## src/hw/dic_regs.svh

```systemverilog
// Constants of the DRAM interface controller: register offsets, field
// positions, reset values and timing counts.
// Assumes a 25 MHz clock and a 32-bit AXI4-Lite register bus.
`ifndef DIC_REGS_SVH
`define DIC_REGS_SVH

// Register byte offsets
`define DIC_CFG_OFF 8'h00
`define DIC_PITCH_OFF 8'h04
`define DIC_STAT_OFF 8'h08

// Configuration register fields
`define DIC_CFG_SPACE_EN 0
`define DIC_CFG_MUX_EN 1
`define DIC_CFG_SHIFT_LO 2
`define DIC_CFG_SHIFT_HI 3
`define DIC_CFG_DUTY 4
`define DIC_CFG_PRECH 5
`define DIC_CFG_BYTE 6
`define DIC_CFG_BURST 7
`define DIC_CFG_HOLD 8
`define DIC_CFG_RESET 9'h000

// Pitch register fields
`define DIC_PITCH_CPU_RD 0
`define DIC_PITCH_CPU_WR 1
`define DIC_PITCH_DMA_RD 2
`define DIC_PITCH_DMA_WR 3
`define DIC_PITCH_REFW_LO 4
`define DIC_PITCH_REFW_HI 5
`define DIC_PITCH_RESET 6'h00

// Status register fields
`define DIC_STAT_ROW_OPEN 4
`define DIC_STAT_ROW_LSB 16

// Timing: clocks per bus state and column strobe high duty in percent
`define DIC_TICKS_PER_STATE 20
`define DIC_DUTY_WIDE 50
`define DIC_DUTY_NARROW 35
`define DIC_ROW_BASE_SHIFT 8

// Bus responses
`define DIC_RESP_OKAY 2'h0
`define DIC_RESP_SLVERR 2'h2

`endif

```

## src/hw/dic_pkg.sv

```systemverilog
// Types of the DRAM interface controller.
// Assumes the constants header is compiled alongside.
package dic_pkg;

    // Bus states of the DRAM sequencer
    typedef enum logic [3:0] {
        IDLE, ROW, SILENT, COL1, WAITST, COL2, PRECH, REFC, REFR
    } dic_state_t;

    // State of the sub-state phase divider
    typedef struct packed {
        logic [7:0] count;
    } dic_phase_st_t;

    // Complete state of the controller
    typedef struct packed {
        dic_state_t state;
        logic [8:0] cfg;
        logic [5:0] pitch;
        logic rowOpen;
        logic [15:0] rowLatch;
        logic [23:0] addrLat;
        logic isWrite;
        logic isWide;
        logic useUpper;
        logic useLower;
        logic longP;
        logic prechLeft;
        logic [1:0] waitLeft;
        logic done;
        logic refAck;
        logic [21:0] dramAddr;
        logic awHave;
        logic [7:0] awAddr;
        logic wHave;
        logic [31:0] wData;
        logic [3:0] wStrb;
        logic bValid;
        logic [1:0] bResp;
        logic rValid;
        logic [31:0] rData;
        logic [1:0] rResp;
    } dic_st_t;

endpackage

```

## src/hw/dic_phase_if.sv

```systemverilog
// Carrier between the sequencer and its phase divider.
// Assumes both ends run on the same clock.
interface dic_phase_if;
    logic restart; // Realign phase to zero
    logic stateEnd; // Last clock of a bus state
    logic [7:0] phase; // Clock index inside the bus state
    modport gen(input restart, output stateEnd, output phase);
    modport user(output restart, input stateEnd, input phase);
endinterface

```

## src/hw/dic_ctrl.sv

```systemverilog
// DRAM interface controller: address multiplexing, short and long pitch
// access, precharge, wait insertion, byte strobes, page mode and row hold.
// Assumes request inputs synchronous to clk and an AXI4-Lite master.
//
// Functional notes
// - Space enable makes area accesses drive DRAM
// - Mux enable sends row then column
// - Nine/ten shift: row from bit 9/10
// - Eight shift: row bits 23..8, column unchanged
// - Pitch bit picks one or two column states
// - Separate pitch for cpu/dma reads/writes
// - Short pitch column strobe high 50 or 35%
// - Precharge lasts one or two states
// - Short pitch ignores wait input entirely
// - Long pitch samples wait before second state
// - Long cpu read pitch adds refresh wait states
// - Wide space: dual strobe or dual write
// - Byte space: lower strobes only
// - Burst enable: page access on row match
// - Short page: one-state columns, no wait
// - Short page: idle cycle before same-row write
// - Dma write gets idle cycle only as a short page write
// - Long page: second column state repeats on wait
// - Bursts survive a change of bus master
// - Hold bit keeps row strobe low elsewhere
// - Refresh always raises the row strobe
// - Without hold, other access closes the row
//
// Local design decisions: register access over AXI4-Lite and the address map.
`include "dic_regs.svh"
module dic_ctrl #(
    parameter int TICKS = `DIC_TICKS_PER_STATE
) (
    input wire logic clk, // System clock, 25 MHz
    input wire logic reset_n, // Asynchronous reset, active low
    input wire logic s_axi_awvalid, // Write address valid
    output logic s_axi_awready, // Write address ready
    input wire logic [7:0] s_axi_awaddr, // Write byte address
    input wire logic s_axi_wvalid, // Write data valid
    output logic s_axi_wready, // Write data ready
    input wire logic [31:0] s_axi_wdata, // Write data
    input wire logic [3:0] s_axi_wstrb, // Write byte enables
    output logic s_axi_bvalid, // Write response valid
    input wire logic s_axi_bready, // Write response ready
    output logic [1:0] s_axi_bresp, // Write response
    input wire logic s_axi_arvalid, // Read address valid
    output logic s_axi_arready, // Read address ready
    input wire logic [7:0] s_axi_araddr, // Read byte address
    output logic s_axi_rvalid, // Read data valid
    input wire logic s_axi_rready, // Read data ready
    output logic [31:0] s_axi_rdata, // Read data
    output logic [1:0] s_axi_rresp, // Read response
    input wire logic reqValid, // DRAM access request
    output logic reqReady, // Request can be taken this cycle
    input wire logic [23:0] reqAddr, // Byte address of the access
    input wire logic reqWrite, // Access is a write
    input wire logic reqDma, // Access comes from the DMA unit
    input wire logic reqWide, // Area is 16-bit wide
    input wire logic reqUpper, // Upper byte selected
    input wire logic reqLower, // Lower byte selected
    output logic reqDone, // Access finished, one cycle
    input wire logic refreshReq, // Refresh wanted, held until ack
    output logic refreshAck, // Refresh finished, one cycle
    input wire logic otherAccess, // Another space is being accessed
    input wire logic waitN, // External wait, active low
    output logic [21:0] dramAddr, // Multiplexed address pins
    output logic rasN, // Row strobe, active low
    output logic casHiN, // Upper column strobe, active low
    output logic casLoN, // Lower column strobe, active low
    output logic wrHiN, // Upper write strobe, active low
    output logic wrLoN // Lower write strobe, active low
);
    dic_pkg::dic_st_t cur; // Registered state
    dic_pkg::dic_st_t next_cur; // Next state
    dic_phase_if ph(); // Phase carrier

    logic spaceEn; // Area is DRAM
    logic burstEn; // Page mode allowed
    logic holdEn; // Row strobe held across other spaces
    logic [1:0] shiftSel; // Row shift select
    logic rowHit; // Request falls in the open row
    logic accept; // Request taken now
    logic reqLong; // Pitch of the pending request
    logic colState; // A column state is running
    logic casOn; // Column strobe driven low
    logic [7:0] highTicks; // Strobe high part of a short column

    // Phase divider shared by every bus state
    dic_phase_gen #(.TICKS(TICKS)) u_phase (
        .clk(clk),
        .reset_n(reset_n),
        .ph(ph)
    );

    // Row address for a given shift select
    function automatic logic [15:0] rowOf(input logic [23:0] a, input logic [1:0] sh);
        rowOf = 16'(a >> (`DIC_ROW_BASE_SHIFT + int'(sh)));
    endfunction

    // Pitch bit that applies to one kind of cycle
    function automatic logic pitchOf(input logic [5:0] p, input logic wr, input logic dma);
        if (dma) begin
            pitchOf = wr ? p[`DIC_PITCH_DMA_WR] : p[`DIC_PITCH_DMA_RD];
        end else begin
            pitchOf = wr ? p[`DIC_PITCH_CPU_WR] : p[`DIC_PITCH_CPU_RD];
        end
    endfunction

    // Merge written bytes into a register image
    function automatic logic [31:0] mergeBytes(input logic [31:0] old, input logic [31:0] d,
                                               input logic [3:0] strb);
        mergeBytes = old;
        for (int i = 0; i < 4; i++) begin
            if (strb[i]) begin
                mergeBytes[i*8 +: 8] = d[i*8 +: 8];
            end
        end
    endfunction

    // Configuration fields
    assign spaceEn = cur.cfg[`DIC_CFG_SPACE_EN];
    assign burstEn = cur.cfg[`DIC_CFG_BURST];
    assign holdEn = cur.cfg[`DIC_CFG_HOLD];
    assign shiftSel = {cur.cfg[`DIC_CFG_SHIFT_HI], cur.cfg[`DIC_CFG_SHIFT_LO]};
    assign reqLong = pitchOf(cur.pitch, reqWrite, reqDma);

    // Page hit only with burst on; the bus master plays no part
    assign rowHit = burstEn && rowOf(reqAddr, shiftSel) == cur.rowLatch;

    // Take a request only when no refresh and no mismatched open row
    assign reqReady = cur.state == dic_pkg::IDLE && !refreshReq && spaceEn
                      && !(cur.rowOpen && !rowHit);
    assign accept = reqValid && reqReady;

    // Column strobe high ticks for the selected duty
    assign highTicks = cur.cfg[`DIC_CFG_DUTY] ? 8'(TICKS * `DIC_DUTY_NARROW / 100)
                                               : 8'(TICKS * `DIC_DUTY_WIDE / 100);

    // Sequencer and register bus next-state logic
    always_comb begin
        next_cur = cur;
        next_cur.done = 1'b0;
        next_cur.refAck = 1'b0;
        case (cur.state)
            dic_pkg::IDLE: begin
                if (refreshReq) begin
                    // Refresh first closes any held row
                    if (cur.rowOpen) begin
                        next_cur.rowOpen = 1'b0;
                        next_cur.prechLeft = cur.cfg[`DIC_CFG_PRECH];
                        next_cur.state = dic_pkg::PRECH;
                    end else begin
                        next_cur.state = dic_pkg::REFC;
                    end
                end else if (reqValid && spaceEn && cur.rowOpen && !rowHit) begin
                    // Wrong row: precharge, then the request is retried in full
                    next_cur.rowOpen = 1'b0;
                    next_cur.prechLeft = cur.cfg[`DIC_CFG_PRECH];
                    next_cur.state = dic_pkg::PRECH;
                end else if (accept) begin
                    next_cur.addrLat = reqAddr;
                    next_cur.isWrite = reqWrite;
                    next_cur.isWide = reqWide;
                    next_cur.useUpper = reqUpper;
                    next_cur.useLower = reqLower;
                    next_cur.longP = reqLong;
                    if (cur.rowOpen) begin
                        // Short page write always follows an access in this row
                        if (!reqLong && reqWrite) begin
                            next_cur.state = dic_pkg::SILENT;
                        end else begin
                            next_cur.state = dic_pkg::COL1;
                        end
                    end else begin
                        next_cur.rowOpen = 1'b1;
                        next_cur.rowLatch = rowOf(reqAddr, shiftSel);
                        next_cur.state = dic_pkg::ROW;
                    end
                end else if (cur.rowOpen && ((otherAccess && !holdEn) || !spaceEn || !burstEn)) begin
                    // Row strobe goes high when the bus leaves for another space without hold, or when burst or space is off
                    next_cur.rowOpen = 1'b0;
                    next_cur.prechLeft = cur.cfg[`DIC_CFG_PRECH];
                    next_cur.state = dic_pkg::PRECH;
                end
            end
            dic_pkg::ROW, dic_pkg::SILENT: begin
                if (ph.stateEnd) begin
                    next_cur.state = dic_pkg::COL1;
                end
            end
            dic_pkg::COL1: begin
                if (ph.stateEnd) begin
                    if (!cur.longP) begin
                        // Short pitch ends here whatever the wait input does
                        next_cur.done = 1'b1;
                        next_cur.state = burstEn ? dic_pkg::IDLE : dic_pkg::PRECH;
                        next_cur.rowOpen = burstEn;
                        next_cur.prechLeft = cur.cfg[`DIC_CFG_PRECH];
                    end else if (!waitN) begin
                        next_cur.state = dic_pkg::WAITST;
                    end else begin
                        next_cur.state = dic_pkg::COL2;
                    end
                end
            end
            dic_pkg::WAITST: begin
                // Second column state repeats while the wait input is low
                if (ph.stateEnd && waitN) begin
                    next_cur.state = dic_pkg::COL2;
                end
            end
            dic_pkg::COL2: begin
                if (ph.stateEnd) begin
                    next_cur.done = 1'b1;
                    next_cur.state = burstEn ? dic_pkg::IDLE : dic_pkg::PRECH;
                    next_cur.rowOpen = burstEn;
                    next_cur.prechLeft = cur.cfg[`DIC_CFG_PRECH];
                end
            end
            dic_pkg::PRECH: begin
                if (ph.stateEnd) begin
                    if (cur.prechLeft) begin
                        next_cur.prechLeft = 1'b0;
                    end else begin
                        next_cur.state = dic_pkg::IDLE;
                    end
                end
            end
            dic_pkg::REFC: begin
                // Column strobe leads; waits only with long CPU read pitch
                if (ph.stateEnd) begin
                    next_cur.state = dic_pkg::REFR;
                    next_cur.waitLeft = cur.pitch[`DIC_PITCH_CPU_RD]
                        ? {cur.pitch[`DIC_PITCH_REFW_HI], cur.pitch[`DIC_PITCH_REFW_LO]} : 2'h0;
                end
            end
            dic_pkg::REFR: begin
                if (ph.stateEnd) begin
                    if (cur.waitLeft != 2'h0) begin
                        next_cur.waitLeft = cur.waitLeft - 2'h1;
                    end else begin
                        next_cur.refAck = 1'b1;
                        next_cur.prechLeft = cur.cfg[`DIC_CFG_PRECH];
                        next_cur.state = dic_pkg::PRECH;
                    end
                end
            end
            default: begin
                next_cur.state = dic_pkg::IDLE;
            end
        endcase

        // Address pins follow the state being entered
        if (cur.cfg[`DIC_CFG_MUX_EN] && next_cur.state == dic_pkg::ROW) begin
            next_cur.dramAddr = {6'h00, rowOf(next_cur.addrLat, shiftSel)};
        end else if (next_cur.state != dic_pkg::IDLE) begin
            next_cur.dramAddr = next_cur.addrLat[21:0];
        end

        // Register bus: write address and data may come in either order
        if (s_axi_awvalid && s_axi_awready) begin
            next_cur.awHave = 1'b1;
            next_cur.awAddr = s_axi_awaddr;
        end
        if (s_axi_wvalid && s_axi_wready) begin
            next_cur.wHave = 1'b1;
            next_cur.wData = s_axi_wdata;
            next_cur.wStrb = s_axi_wstrb;
        end
        if (cur.awHave && cur.wHave) begin
            next_cur.awHave = 1'b0;
            next_cur.wHave = 1'b0;
            next_cur.bValid = 1'b1;
            next_cur.bResp = `DIC_RESP_OKAY;
            case (cur.awAddr)
                `DIC_CFG_OFF: next_cur.cfg = 9'(mergeBytes(32'(cur.cfg), cur.wData, cur.wStrb));
                `DIC_PITCH_OFF: next_cur.pitch = 6'(mergeBytes(32'(cur.pitch), cur.wData, cur.wStrb));
                `DIC_STAT_OFF: next_cur.bResp = `DIC_RESP_OKAY; // Status is read only
                default: next_cur.bResp = `DIC_RESP_SLVERR;
            endcase
        end
        if (cur.bValid && s_axi_bready) begin
            next_cur.bValid = 1'b0;
        end

        // Register bus: reads answer one cycle after the address
        if (s_axi_arvalid && s_axi_arready) begin
            next_cur.rValid = 1'b1;
            next_cur.rResp = `DIC_RESP_OKAY;
            case (s_axi_araddr)
                `DIC_CFG_OFF: next_cur.rData = 32'(cur.cfg);
                `DIC_PITCH_OFF: next_cur.rData = 32'(cur.pitch);
                `DIC_STAT_OFF: next_cur.rData = {cur.rowLatch, 11'h000, cur.rowOpen, 4'(cur.state)};
                default: begin
                    next_cur.rData = 32'h00000000;
                    next_cur.rResp = `DIC_RESP_SLVERR;
                end
            endcase
        end else if (cur.rValid && s_axi_rready) begin
            next_cur.rValid = 1'b0;
        end
    end

    // Register the whole controller state
    always_ff @(posedge clk or negedge reset_n) begin
        if (!reset_n) begin
            cur <= '0;
            cur.state <= dic_pkg::IDLE;
            cur.cfg <= `DIC_CFG_RESET;
            cur.pitch <= `DIC_PITCH_RESET;
        end else begin
            cur <= next_cur;
        end
    end

    // Realign the phase whenever the sequencer leaves idle
    assign ph.restart = cur.state == dic_pkg::IDLE && next_cur.state != dic_pkg::IDLE;

    // Column strobe timing: high for the duty part, then low
    assign colState = cur.state == dic_pkg::COL1 || cur.state == dic_pkg::COL2
                      || cur.state == dic_pkg::WAITST;
    always_comb begin
        casOn = 1'b0;
        if (cur.state == dic_pkg::REFC || cur.state == dic_pkg::REFR) begin
            casOn = 1'b1;
        end else if (cur.state == dic_pkg::COL1) begin
            casOn = cur.longP ? (ph.phase >= 8'(TICKS / 2)) : (ph.phase >= highTicks);
        end else if (colState) begin
            casOn = 1'b1;
        end
    end

    // Row strobe low while a row is open, high in precharge and refresh lead
    assign rasN = !(cur.rowOpen || cur.state == dic_pkg::REFR);
    // Byte strobes: dual column strobe or dual write enable on wide space
    assign casHiN = !(casOn && (cur.state == dic_pkg::REFC || cur.state == dic_pkg::REFR
                     || (cur.isWide && !cur.cfg[`DIC_CFG_BYTE] && cur.useUpper)));
    assign casLoN = !(casOn && (!colState || !cur.isWide || cur.cfg[`DIC_CFG_BYTE]
                     || cur.useLower));
    assign wrHiN = !(colState && cur.isWrite && cur.isWide && cur.cfg[`DIC_CFG_BYTE]
                    && cur.useUpper);
    assign wrLoN = !(colState && cur.isWrite && (!cur.isWide || !cur.cfg[`DIC_CFG_BYTE]
                    || cur.useLower));

    // Registered outputs
    assign reqDone = cur.done;
    assign refreshAck = cur.refAck;
    assign dramAddr = cur.dramAddr;
    assign s_axi_awready = !cur.awHave && !cur.bValid;
    assign s_axi_wready = !cur.wHave && !cur.bValid;
    assign s_axi_bvalid = cur.bValid;
    assign s_axi_bresp = cur.bResp;
    assign s_axi_arready = !cur.rValid;
    assign s_axi_rvalid = cur.rValid;
    assign s_axi_rdata = cur.rData;
    assign s_axi_rresp = cur.rResp;
endmodule

```

## src/hw/dic_phase_gen.sv

```systemverilog
// Phase divider: splits each bus state into TICKS clocks.
// Assumes restart is a one-cycle pulse from the sequencer.
`include "dic_regs.svh"
module dic_phase_gen #(
    parameter int TICKS = `DIC_TICKS_PER_STATE
) (
    input wire logic clk, // System clock
    input wire logic reset_n, // Asynchronous reset, active low
    dic_phase_if.gen ph // Phase outputs
);
    dic_pkg::dic_phase_st_t cur; // Registered state
    dic_pkg::dic_phase_st_t next_cur; // Next state

    // Count within a state, wrap at the end, realign on restart
    always_comb begin
        next_cur = cur;
        if (ph.restart || cur.count == 8'(TICKS - 1)) begin
            next_cur.count = 8'h00;
        end else begin
            next_cur.count = cur.count + 8'h01;
        end
    end

    // Register the divider
    always_ff @(posedge clk or negedge reset_n) begin
        if (!reset_n) begin
            cur <= '0;
        end else begin
            cur <= next_cur;
        end
    end

    // End pulse ignores restart so no combinational loop forms
    assign ph.stateEnd = (cur.count == 8'(TICKS - 1));
    assign ph.phase = cur.count;

endmodule

```

## config.mk

```make
export PLATFORM = sky130hd
export DESIGN_NAME = dic_ctrl
export DESIGN_NICKNAME = d
export VERILOG_FILES = /design/src/hw/dic_pkg.sv /design/src/hw/dic_phase_if.sv /design/src/hw/dic_ctrl.sv /design/src/hw/dic_phase_gen.sv
export VERILOG_INCLUDE_DIRS = /design/src /design/src/hw
export SDC_FILE = /design/constraint.sdc
export NUM_CORES = 1
export LEC_CHECK = 0
export ABC_AREA = 1
export BUFFER_PORTS_ARGS = -buffer_cell sky130_fd_sc_hd__buf_2
export CAP_MARGIN = 20
export CORE_UTILIZATION = 50
export CTS_BUF_LIST = sky130_fd_sc_hd__clkbuf_4 sky130_fd_sc_hd__clkbuf_8
export DETAILED_ROUTE_END_ITERATION = 6
export PLACE_DENSITY = 0.77
export REMOVE_ABC_BUFFERS = 1
export SLEW_MARGIN = 20
export SYNTH_ARGS = -nofsm -noshare
export SYNTH_HDL_FRONTEND = slang
export SYNTH_SLANG_ARGS = --single-unit
```

## constraint.sdc

```tcl
create_clock -name clk -period 3.5 [get_ports clk]
set_clock_uncertainty 0.15 [all_clocks]
set_input_delay 0.7 -clock clk [delete_from_list [all_inputs] [get_ports clk]]
set_output_delay 0.7 -clock clk [all_outputs]
set_load 0.05 [all_outputs]
```

==> Word-level counts from Yosys, hierarchy flattened <==
Cells that the tools add are included.
{ "totals": {"reg_bits": 184, "in_bits": 92, "out_inout_bits": 71, "elab_cells": 230} }
{ "classes": {"add_sub_neg": 3, "order_cmp": 2, "n_eq_ne": 27, "shifts": 2, "mux": 77, "n_bitwise": 3, "reduce_logical": 88} }
{ "ops": {"columns": ["operator", "n"], "rows": [
  ["$mux W29", 4],
  ["$pmux W32 S3", 1],
  ["$mux W4", 15],
  ["$mux W22", 2],
  ["$mux W1", 38],
  ["$mux W37", 1],
  ["$logic_and A1 B1 Y1", 32],
  ["$pmux W4 S8", 1],
  ["$shr A24 B32 Y16", 1],
  ["$shr A24 B5 Y16", 1],
  ["$logic_not A1 Y1", 19],
  ["$eq A16 B16 Y1", 1],
  ["$eq A4 B3 Y1 const B", 4],
  ["$eq A8 B3 Y1 const B", 2],
  ["$eq A8 B4 Y1 const B", 2],
  ["$logic_not A8 Y1", 2],
  ["$ne A2 B2 Y1 const B", 8],
  ["$reduce_bool A2 Y1", 7],
  ["$logic_or A1 B1 Y1", 13],
  ["$mux W2", 6],
  ["$reduce_and A10 Y1", 1],
  ["$reduce_and A5 Y1", 2],
  ["$mux W3", 3],
  ["$mux W9", 1],
  ["26 further kinds", 35]
]} }

==> Depth between registers and ports, before layout <==
Gate-level depths: netlist of run 1.
{ "depth": {"ltp_word": 17, "ltp_mapped": 23, "ltp_nobuf": 22} }

==> Cells and area by module <==
From an unflattened synthesis of run 1, not the netlist that was laid out.
{ "unflattened": {"cells_unflattened": 1140, "hier_area_um2": 8536.9} }
{ "by_module_without_submodules": {"columns": ["module", "n_inst", "cells_per_inst", "area_per_inst_um2", "seq_area_each_um2"], "rows": [
  ["dic_ctrl", 1, 1082, 8079.0, 3553.4],
  ["dic_phase_gen", 1, 58, 457.9, 200.2]
]} }

==> Worst setup path before layout of run 1 <==
OpenSTA, ideal clock, no wires.
{ "synth_timing": {"kind": "register -> output", "from": "register cur[172] in the netlist's numbering", "to": "output reqReady", "arrival_time_ns": 2.586, "t_required_ns": 2.650, "path_slack_ns": 0.064, "stages_incl_launch_ff": 7, "n_path_buf": 0, "path_cell_list": "dfrtp_1 > nor2_1 > inv_1 > nor2_1 > inv_1 > nor2_1 > a21boi_0"} }
{ "synth_between": {"elab_chain_cells": 4} }
{ "synth_rtl": {"columns": ["item", "line", "rtl"], "rows": [
  ["from (decl)", "dic_ctrl.sv:73", "dic_pkg::dic_st_t cur;"],
  ["from (signal assigned)", "dic_ctrl.sv:312", "cur <= next_cur;"],
  ["$logic_not A4 Y1", "dic_ctrl.sv:131", "assign reqReady = cur.state == dic_pkg::IDLE && !refreshReq && spaceEn"],
  ["$logic_and A1 B1 Y1 (2 in series)", "dic_ctrl.sv:131", null],
  ["$logic_and A1 B1 Y1", "dic_ctrl.sv:132", "&& !(cur.rowOpen && !rowHit);"],
  ["to (decl)", "dic_ctrl.sv:54", "output logic reqReady,"]
]} }
No other way between the ends.

==> Worst setup path in the final report of run 1 <==
{ "layout_timing": {"from": "register cur[165] in the netlist's numbering", "to": "output reqReady"} }
{ "layout_between": {"elab_chain_cells": 8} }
{ "layout_rtl": {"columns": ["item", "line", "rtl"], "rows": [
  ["$add A4 B2 Y5 (no line)", null, null],
  ["$shr A24 B32 Y16", "dic_ctrl.sv:97", "rowOf = 16'(a >> (`DIC_ROW_BASE_SHIFT + int'(sh)));"],
  ["$eq A16 B16 Y1", "dic_ctrl.sv:128", "assign rowHit = burstEn && rowOf(reqAddr, shiftSel) == cur.rowLatch;"],
  ["$logic_and A1 B1 Y1", "dic_ctrl.sv:128", null],
  ["$logic_not A1 Y1", "dic_ctrl.sv:132", null],
  ["$logic_and A1 B1 Y1", "dic_ctrl.sv:132", null],
  ["$logic_not A1 Y1", "dic_ctrl.sv:132", null],
  ["$logic_and A1 B1 Y1", "dic_ctrl.sv:132", null]
]} }
No other way between the ends.

==> metrics.md, run 1 <==
| Metric | Value |
|---|---|
| Outcome | completed |
| Setup violators final | 0 |
| CTS tree | yes |
| DIE WIDTH | 132 um |
| IO buf count | 128 |
| Core area | 16,600 um2 |
| Nets | 1,306 |
| Post-synth EDFFs | 0 |
| Die area | 17,500 um2 |
| # hold bufs at CTS | 0 |
| Post-Syn Instances | 1,126 |
| Worst Max-Slew Pin Slew | 0.658 ns |
| Highest Signal Layer | met5 |
| Post-layout instance area | 9450 um2 |
| Dominant cell type by area after synthesis | dfrtp_1 |
| Largest net degree at the start of global routing | 64 |
| DRC Markers | 0 |
| Worst min path class | primary input to async pin |
| Number of top-level pins | 163 |
| Crit path kind | flip-flop to output pin |
| Initial antenna violation count | 1 |
| Vias | 7,495 |
| MaxCap Viol Count | 0 |
| Synth top area share | 44.3% |
| Max Clock Freq | 300 MHz |
| FP Rows | 47 |
| Post-synth top cells | nand2_1, nand3_1, dfrtp_1, inv_1, nor2_1 |
| Gpl congestion | 0.880 |
| DP HPWL | 14,700 um |
| Total GRT Usage | 24.2% |
| Filler cell count | 1,586 |
| Vias per inst | 5.20 |
| Worst skew pair latency | 0.47 ns |
| Vias in the first global route | 6,887 |
| CTS Buf Count | 17 |
| Sequential share of the synthesized area | 44.3% |
| Die height | 132 um |
| Non-Filler Instances | 1,441 |
| Dpl cells | 1,407 |
| Met1 Wirelength | 9530 um |
| Minimum clock period | 3.33 ns |
| Share of cells above drive strength 1 | 18.6% |
| Starting Density | 51.1% |
| Post-layout power | 4430 uW |
| WL met3 | 1030 um |
| Seq. cell area | 3750 um2 |
| CP arrival | 2.48 ns |
| TNS Setup | 0 ns |
| First-pass GRT wire length | 33,500 um |
| Prevailing post-synth register cell | dfrtp_1 |
| Drt first pass iters | 5 |
| Final worst-path cycle share | 95.3% |
| Initial DRC Count | 515 |
| Final Hold Viols | 0 |
| Cell Pwr Density | 469 nW/um2 |
| Area grow syn2layout | 11.5% |
| Total Wirelength | 20,700 um |
| DR WL met2 | 9810 um |
| Clock Sink Count | 150 |
| YS warnings | 0 |
| H-Tree Depth | 4 |
| Post-synth ARST share | 100% |
| Hold_ws | 0.0493 ns |
| RSZ-0062 raised after global routing | false |
| ANT nets after route | 0 |
| Ant diodes | 0 |
| Clk root buf | clkbuf_8 |
| DP Area | 8980 um2 |
| CP Capture Type | output pin |
| Rel. slew slack | 56.0% |
| VDD IR max | 0.000401 V |
| Crit Path Max Fanout | 16 |
| Area occupied by multi-input gates | 3630 um2 |
| Top cells by area, synth | dfrtp_1, nand2_1, nand3_1 |
| Post-synthesis cell area | 8470 um2 |
| Max clock buf depth | 2 |
| Worst setup SP type | flip-flop |
| Leading cell type by number of instances after synthesis | nand2_1 |
| Wire per inst | 14.3 um |
| Final Max Tran Viols | 0 |
| Avg Synthesized Cell Area | 7.53 um2 |
| WP data required | 2.65 ns |
| Overflow after GRT | 0 |
| Yosys cell types | 44 |
| Clk pin slew, worst setup/hold paths | 0.09 ns |
| Leak Pwr | 0.00497 uW |
| Synth Register Bits | 150 |
## flip-flops by register name (all words and copies together), names as in the netlist
register          flops
s_axi_rresp           1
s_axi_rdata          25
cur                  88
refreshAck            1
dramAddr             22
s_axi_bresp           1
burstEn               1
u_phase.ph.phase      8
reqDone               1
s_axi_bvalid          1
s_axi_rvalid          1
## routing by layer
layer | up-vias | global-route usage, %
met5 | - | 0
li1 | 3754 | -
met1 | 3505 | 31.8
met4 | 2 | 7.22
met2 | 208 | 40.2
met3 | 26 | 5.38
## placed cells by master (no fill, tap or decap), drive strengths merged, types with 21 or more instances in the layout
cell type  count
inv          129
o21ai         68
dfrtp        150
clkbuf        21
buf          152
a21oi         22
nand2        321
o31ai         21
nor2          69
nand3        160
## worst max-delay path, cell delays in order (launching register included)
cell      delay (ns)
dfrtp_2         0.47
buf_12          0.17
nand2_1         0.09
nand3_1         0.14
nand2_1         0.07
nand2_1         0.06
nand2_1         0.05
nor2_1          0.19
nand2_1         0.08
nor2_1          0.12
nand2_2         0.11
a21boi_1        0.14
buf_4           0.15
buf_6           0.15
## repair_timing
item                                    in CTS  in global routing
endpoints found under the setup margin       1                 30
cloned                                       0                  1
resized for setup                            4                 17
hold endpoints to repair                     0                  0
buffers inserted                             0                  1
## kinds of logic (layout without fill, tap and decap cells)
family          Yosys count  count (layout)  share of synthesized area, %
other cells               1               9                        0.0443
flops                   150             150                          44.3
buf+inv                 228             315                          13.3
mux                      13              13                          1.73
simple gates            588             588                          30.0
xor+xnor                  3               3                         0.310
fa+ha+maj                 6               6                         0.886
compound gates          137             137                          9.45
## report_power, final
part | total, uW | switching [uW] | internal (uW)
clock network | 1290 | 690 | 604
registers | 2030 | 121 | 1900
logic | 1120 | 753 | 363
total | 4430 | 1560 | 2870
## final timing paths
| path | start | to | slack (ns) | cells past startpoint |
|---|---|---|---|---|
| worst max-delay path | cur[165] | reqReady | 0.17 | 13 |
| worst min-delay path | reset_n | cur[147] | 0.05 | 1 |
| worst max register to register | cur[165] | dramAddr[4] | 0.35 | 20 |
| worst min register to register | u_phase.ph.phase[0] | u_phase.ph.phase[0] | 0.31 | 1 |
| max in group asynchronous | reset_n | u_phase.ph.phase[7] | 2.34 | 2 |
| min in group clk | s_axi_bready | s_axi_bvalid | 0.25 | 2 |
## metrics by stage
step / worst slack [ns] / util, %
global placement: 0.154 / 54.2
floorplan: -0.435 / -
global route: 0.0131 / 57.0
detailed placement: 0.0654 / 54.2
CTS: 0.0299 / 56.5
finish: 0.166 / 57.0
## area by class of cell
class	instances	share of cell area [%]
Clock buffer	20	2.85
Clock inverter	12	1.09
Inverter	130	5.34
Multi-Input combinational cell	756	38.5
Sequential cell	150	39.7
Tap cell	220	2.91
Timing Repair Buffer	153	9.62
Note: power is estimated with default switching activity, not from simulation.
==> run 2, diff against run 1 <==
ABC_AREA = not set   (was 1)
==> run 2 against run 1 <==
  * The flow now finishes with violations (negative setup slack)
  * Sequential share of layout area fell by 5.9 points
  * Die area increased by 4.5%
  * Synthesized area is 4.5% higher
  * Critical path depth fell by 5
  * Sequential power is 8% higher
  * Clock-buffer cell count is 3 lower
  * Clock power increased by 12%
  * First-iteration DRC count rose by 34%
  * Routed wire length grew 23%
==> metrics.md, run 2 <==
| Metric | Value |
|---|---|
| Outcome | complete, but fails checks |
| Failing checks | negative setup slack |
| Wire per inst | 19.8 um (+38%) |
| Cell Int Power | 3560 uW (+24%) |
| Dominant cell type by area after synthesis | dfrtp_1 |
| FF-to-FF Start | cur[165] |
| Clk pwr share | 24.8% (-4.4 points) |
| H-Tree Depth | 4 (unchanged) |
| Largest net degree at the start of global routing | 81 (+27%) |
| Max clock buf depth | 2 (unchanged) |
| Final worst-path cycle share | 115% (+19 points) |
| Final Hold Viols | 0 (unchanged) |
| Commonest non-fill, non-tap cell in the layout | dfrtp_1 |
| ANT nets after route | 0 (unchanged) |
| Top cells by area, synth | dfrtp_1, mux2_2, buf_4 |
| Worst skew pair latency | 0.47 ns (about the same) |
| Reg2Reg Depth | 18 (-10%) |
| MaxCap Viol Count | 0 (unchanged) |
| Most frequent cells in the layout | dfrtp_1, buf_2, buf_4, nand2_1, o21ai_0 |
| Synth top area share | 42.4% (-1.9 points) |
| Max Clock Freq | 249 MHz (-17%) |
| Final Max Tran Viols | 0 (unchanged) |
| Most flops, register | cur |
| Post-Syn Instances | 875 (-22%) |
| Worst min path class | primary input to async pin |
| Area grow syn2layout | 25.4% |
| Initial antenna violation count | 1 (unchanged) |
| DRC Markers | 0 (unchanged) |
| # hold bufs at CTS | 0 (unchanged) |
| CTS Buf Count | 17 (unchanged) |
| Vias in the first global route | 7,364 (+6.9%) |
| Worst setup SP type | flip-flop |
| Max reg flops | 88 (unchanged) |
| YS warnings | 0 (unchanged) |
| Rel. slew slack | 40.3% (-16 points) |
| CP Capture Type | output pin |
| Initial DRC Count | 691 (+34%) |
| RSZ-0062 raised after global routing | true |
| Total Wirelength | 25,500 um (+23%) |
| Vias | 7,729 (+3.1%) |
| First-pass GRT wire length | 39,500 um (+18%) |
| Die height | 135 um (+2.2%) |
| Sequential share of the synthesized area | 42.4% (-1.9 points) |
| Comb pwr share | 37.7% (+13 points) |
| Die area | 18,300 um2 (+4.5%) |
| Drt first pass iters | 5 (unchanged) |
| TNS Setup | -10.54 ns (-10.54 ns) |
| Vias per inst | 6.02 (+16%) |
| Final worst slack | -0.512 ns (-0.678 ns) |
| DP HPWL | 17,000 um (+16%) |
| Minimum clock period | 4.01 ns (+0.678 ns) |
| Yosys cell types | 76 (+73%) |
| DIE WIDTH | 135 um (+2.2%) |
| Avg Synthesized Cell Area | 10.1 um2 (+34%) |
| Hold_ws | 0.117 ns (+0.0676 ns) |
| Leading cell type by number of instances after synthesis | dfrtp_1 |
| Clk pin slew, worst setup/hold paths | 0.09 ns (about the same) |
| Leak Pwr | 0.00522 uW (+5.1%) |
| Reg-to-reg endpoint | dramAddr[3] |
| Total GRT Usage | 28.4% (+4.1 points) |
| Post-synthesis cell area | 8860 um2 (+4.5%) |
| Gpl congestion | 0.936 (+6.4%) |
| Place WS | -0.405 ns (-0.470 ns) |
| Post-synth top cells | dfrtp_1, nand2_1, mux2_2, o21ai_0, buf_4 |
| Switching share of power | 38.8% (+3.6 points) |
| Prevailing post-synth register cell | dfrtp_1 |
| VDD IR max | 0.000336 V (-16%) |
| Clk root buf | clkbuf_8 |
| FP Rows | 48 (+2.1%) |
| Ant diodes | 0 (unchanged) |
| Overflow after GRT | 0 (unchanged) |
| IO buf count | 128 (unchanged) |
| Worst Max-Slew Pin Slew | 0.893 ns (+0.235 ns) |
| Clock Sink Count | 150 (unchanged) |
| Crit Path Max Fanout | 6 (-10) |
| Nets | 1,144 (-12%) |
| CP arrival | 3.16 ns (+0.68 ns) |
| Share of cells above drive strength 1 | 40.5% (+22 points) |
| Crit path kind | flip-flop to output pin |
| Core area | 17,300 um2 (+4.3%) |
| Switching pwr | 2260 uW (+45%) |
| Cell Pwr Density | 525 nW/um2 (+12%) |
| Starting Density | 51.2% (+0.11 points) |
| Post-synth ARST share | 100% (unchanged) |
| WP data required | 2.65 ns (about the same) |
| Synth Register Bits | 150 (unchanged) |
| Post-synth EDFFs | 0 (unchanged) |
| Register-to-Register Setup Slack | -0.42 ns (-0.77 ns) |
| Number of top-level pins | 163 (unchanged) |
| Seq pwr share | 37.5% (-8.2 points) |
| CTS tree | yes |
| Setup violators final | 43 (+43) |
run 2: per-layer routing:
metal  vias to the layer above  part of all wire [%]  global-route usage [%]
li1                       3513                     -                       -
met1                      3766                    44                    39.4
met2                       394                    46                    42.9
met3                        54                   8.3                    6.49
met4                         2                   2.3                    11.0
met5                         -                 0.051                       0
run 2: kinds of logic (layout without fill, tap and decap cells):
logic type | after synthesis | after routing | share of synthesized area [%]
other | 1 | 9 | 0.0423
adders and majority gates | 6 | 6 | 0.848
AOI/OAI and AO/OA | 218 | 218 | 16.7
and+or+nand+nor | 237 | 237 | 13.4
DFF | 150 | 150 | 42.4
muxes | 109 | 109 | 15.8
buffers and inverters | 135 | 311 | 8.87
xor gates and xnor gates | 19 | 19 | 1.88
run 2: through the flow:
stage | instances | util, % | power (uW) | area, um2
after floorplan | 770 | - | 3420 | 8180
after global placement | 1218 | 57.4 | 4060 | 9920
after detailed placement | 1218 | 57.4 | 4110 | 9920
after CTS | 1276 | 62.5 | 5770 | 10800
after global routing | 1284 | 64.2 | 6110 | 11100
final | 1284 | 64.2 | 5830 | 11100
run 2: area by class of cell:
cell class,count,area [um2]
sequential,150,3760
clock buffer,17,234
timing repair buffer,257,1920
fill,1362,6190
multi-input combinational,598,4640
clock inverter,15,186
inverter,22,82.6
tap,225,282
run 2: power by group through the flow:
| stage | sequential (uW) | clock (uW) | combinational [uW] |
|---|---|---|---|
| global route | 2220 | 1550 | 2340 |
| finish | 2190 | 1450 | 2200 |
| CTS | 2180 | 1470 | 2110 |
| global placement | 2200 | 0 | 1860 |
| floorplan | 2300 | 0 | 1120 |
| detailed placement | 2210 | 0 | 1900 |
run 2: what timing repair did:
item | 4_1_cts | 5_1_grt
setup endpoints to repair | 27 | 50
cloned | 4 | 0
pin swaps | 21 | 16
gates resized for setup | 58 | 61
setup buffers | 24 | 11
run 2: how the worst max path moves through the flow:
stage | from | end | slack (ns) | cells past startpoint
2_1_floorplan | cur[165] | dramAddr[3] | -1.41 | 9
3_3_place_gp | reqAddr[9] | reqReady | -0.39 | 8
3_5_place_dp | reqAddr[9] | dramAddr[3] | -0.40 | 13
4_1_cts | cur[165] | reqReady | -0.48 | 8
5_1_grt | cur[165] | reqReady | -0.59 | 8
6_report | cur[165] | reqReady | -0.51 | 8
run 2: worst max-delay path, stage by stage, from the launching register on:
cell	delay (ns)
dfrtp_2	0.48
buf_12	0.16
mux4_2	0.55
xnor2_2	0.16
nand4_1	0.18
or4_4	0.61
o21ai_4	0.17
and3_4	0.23
buf_8	0.14
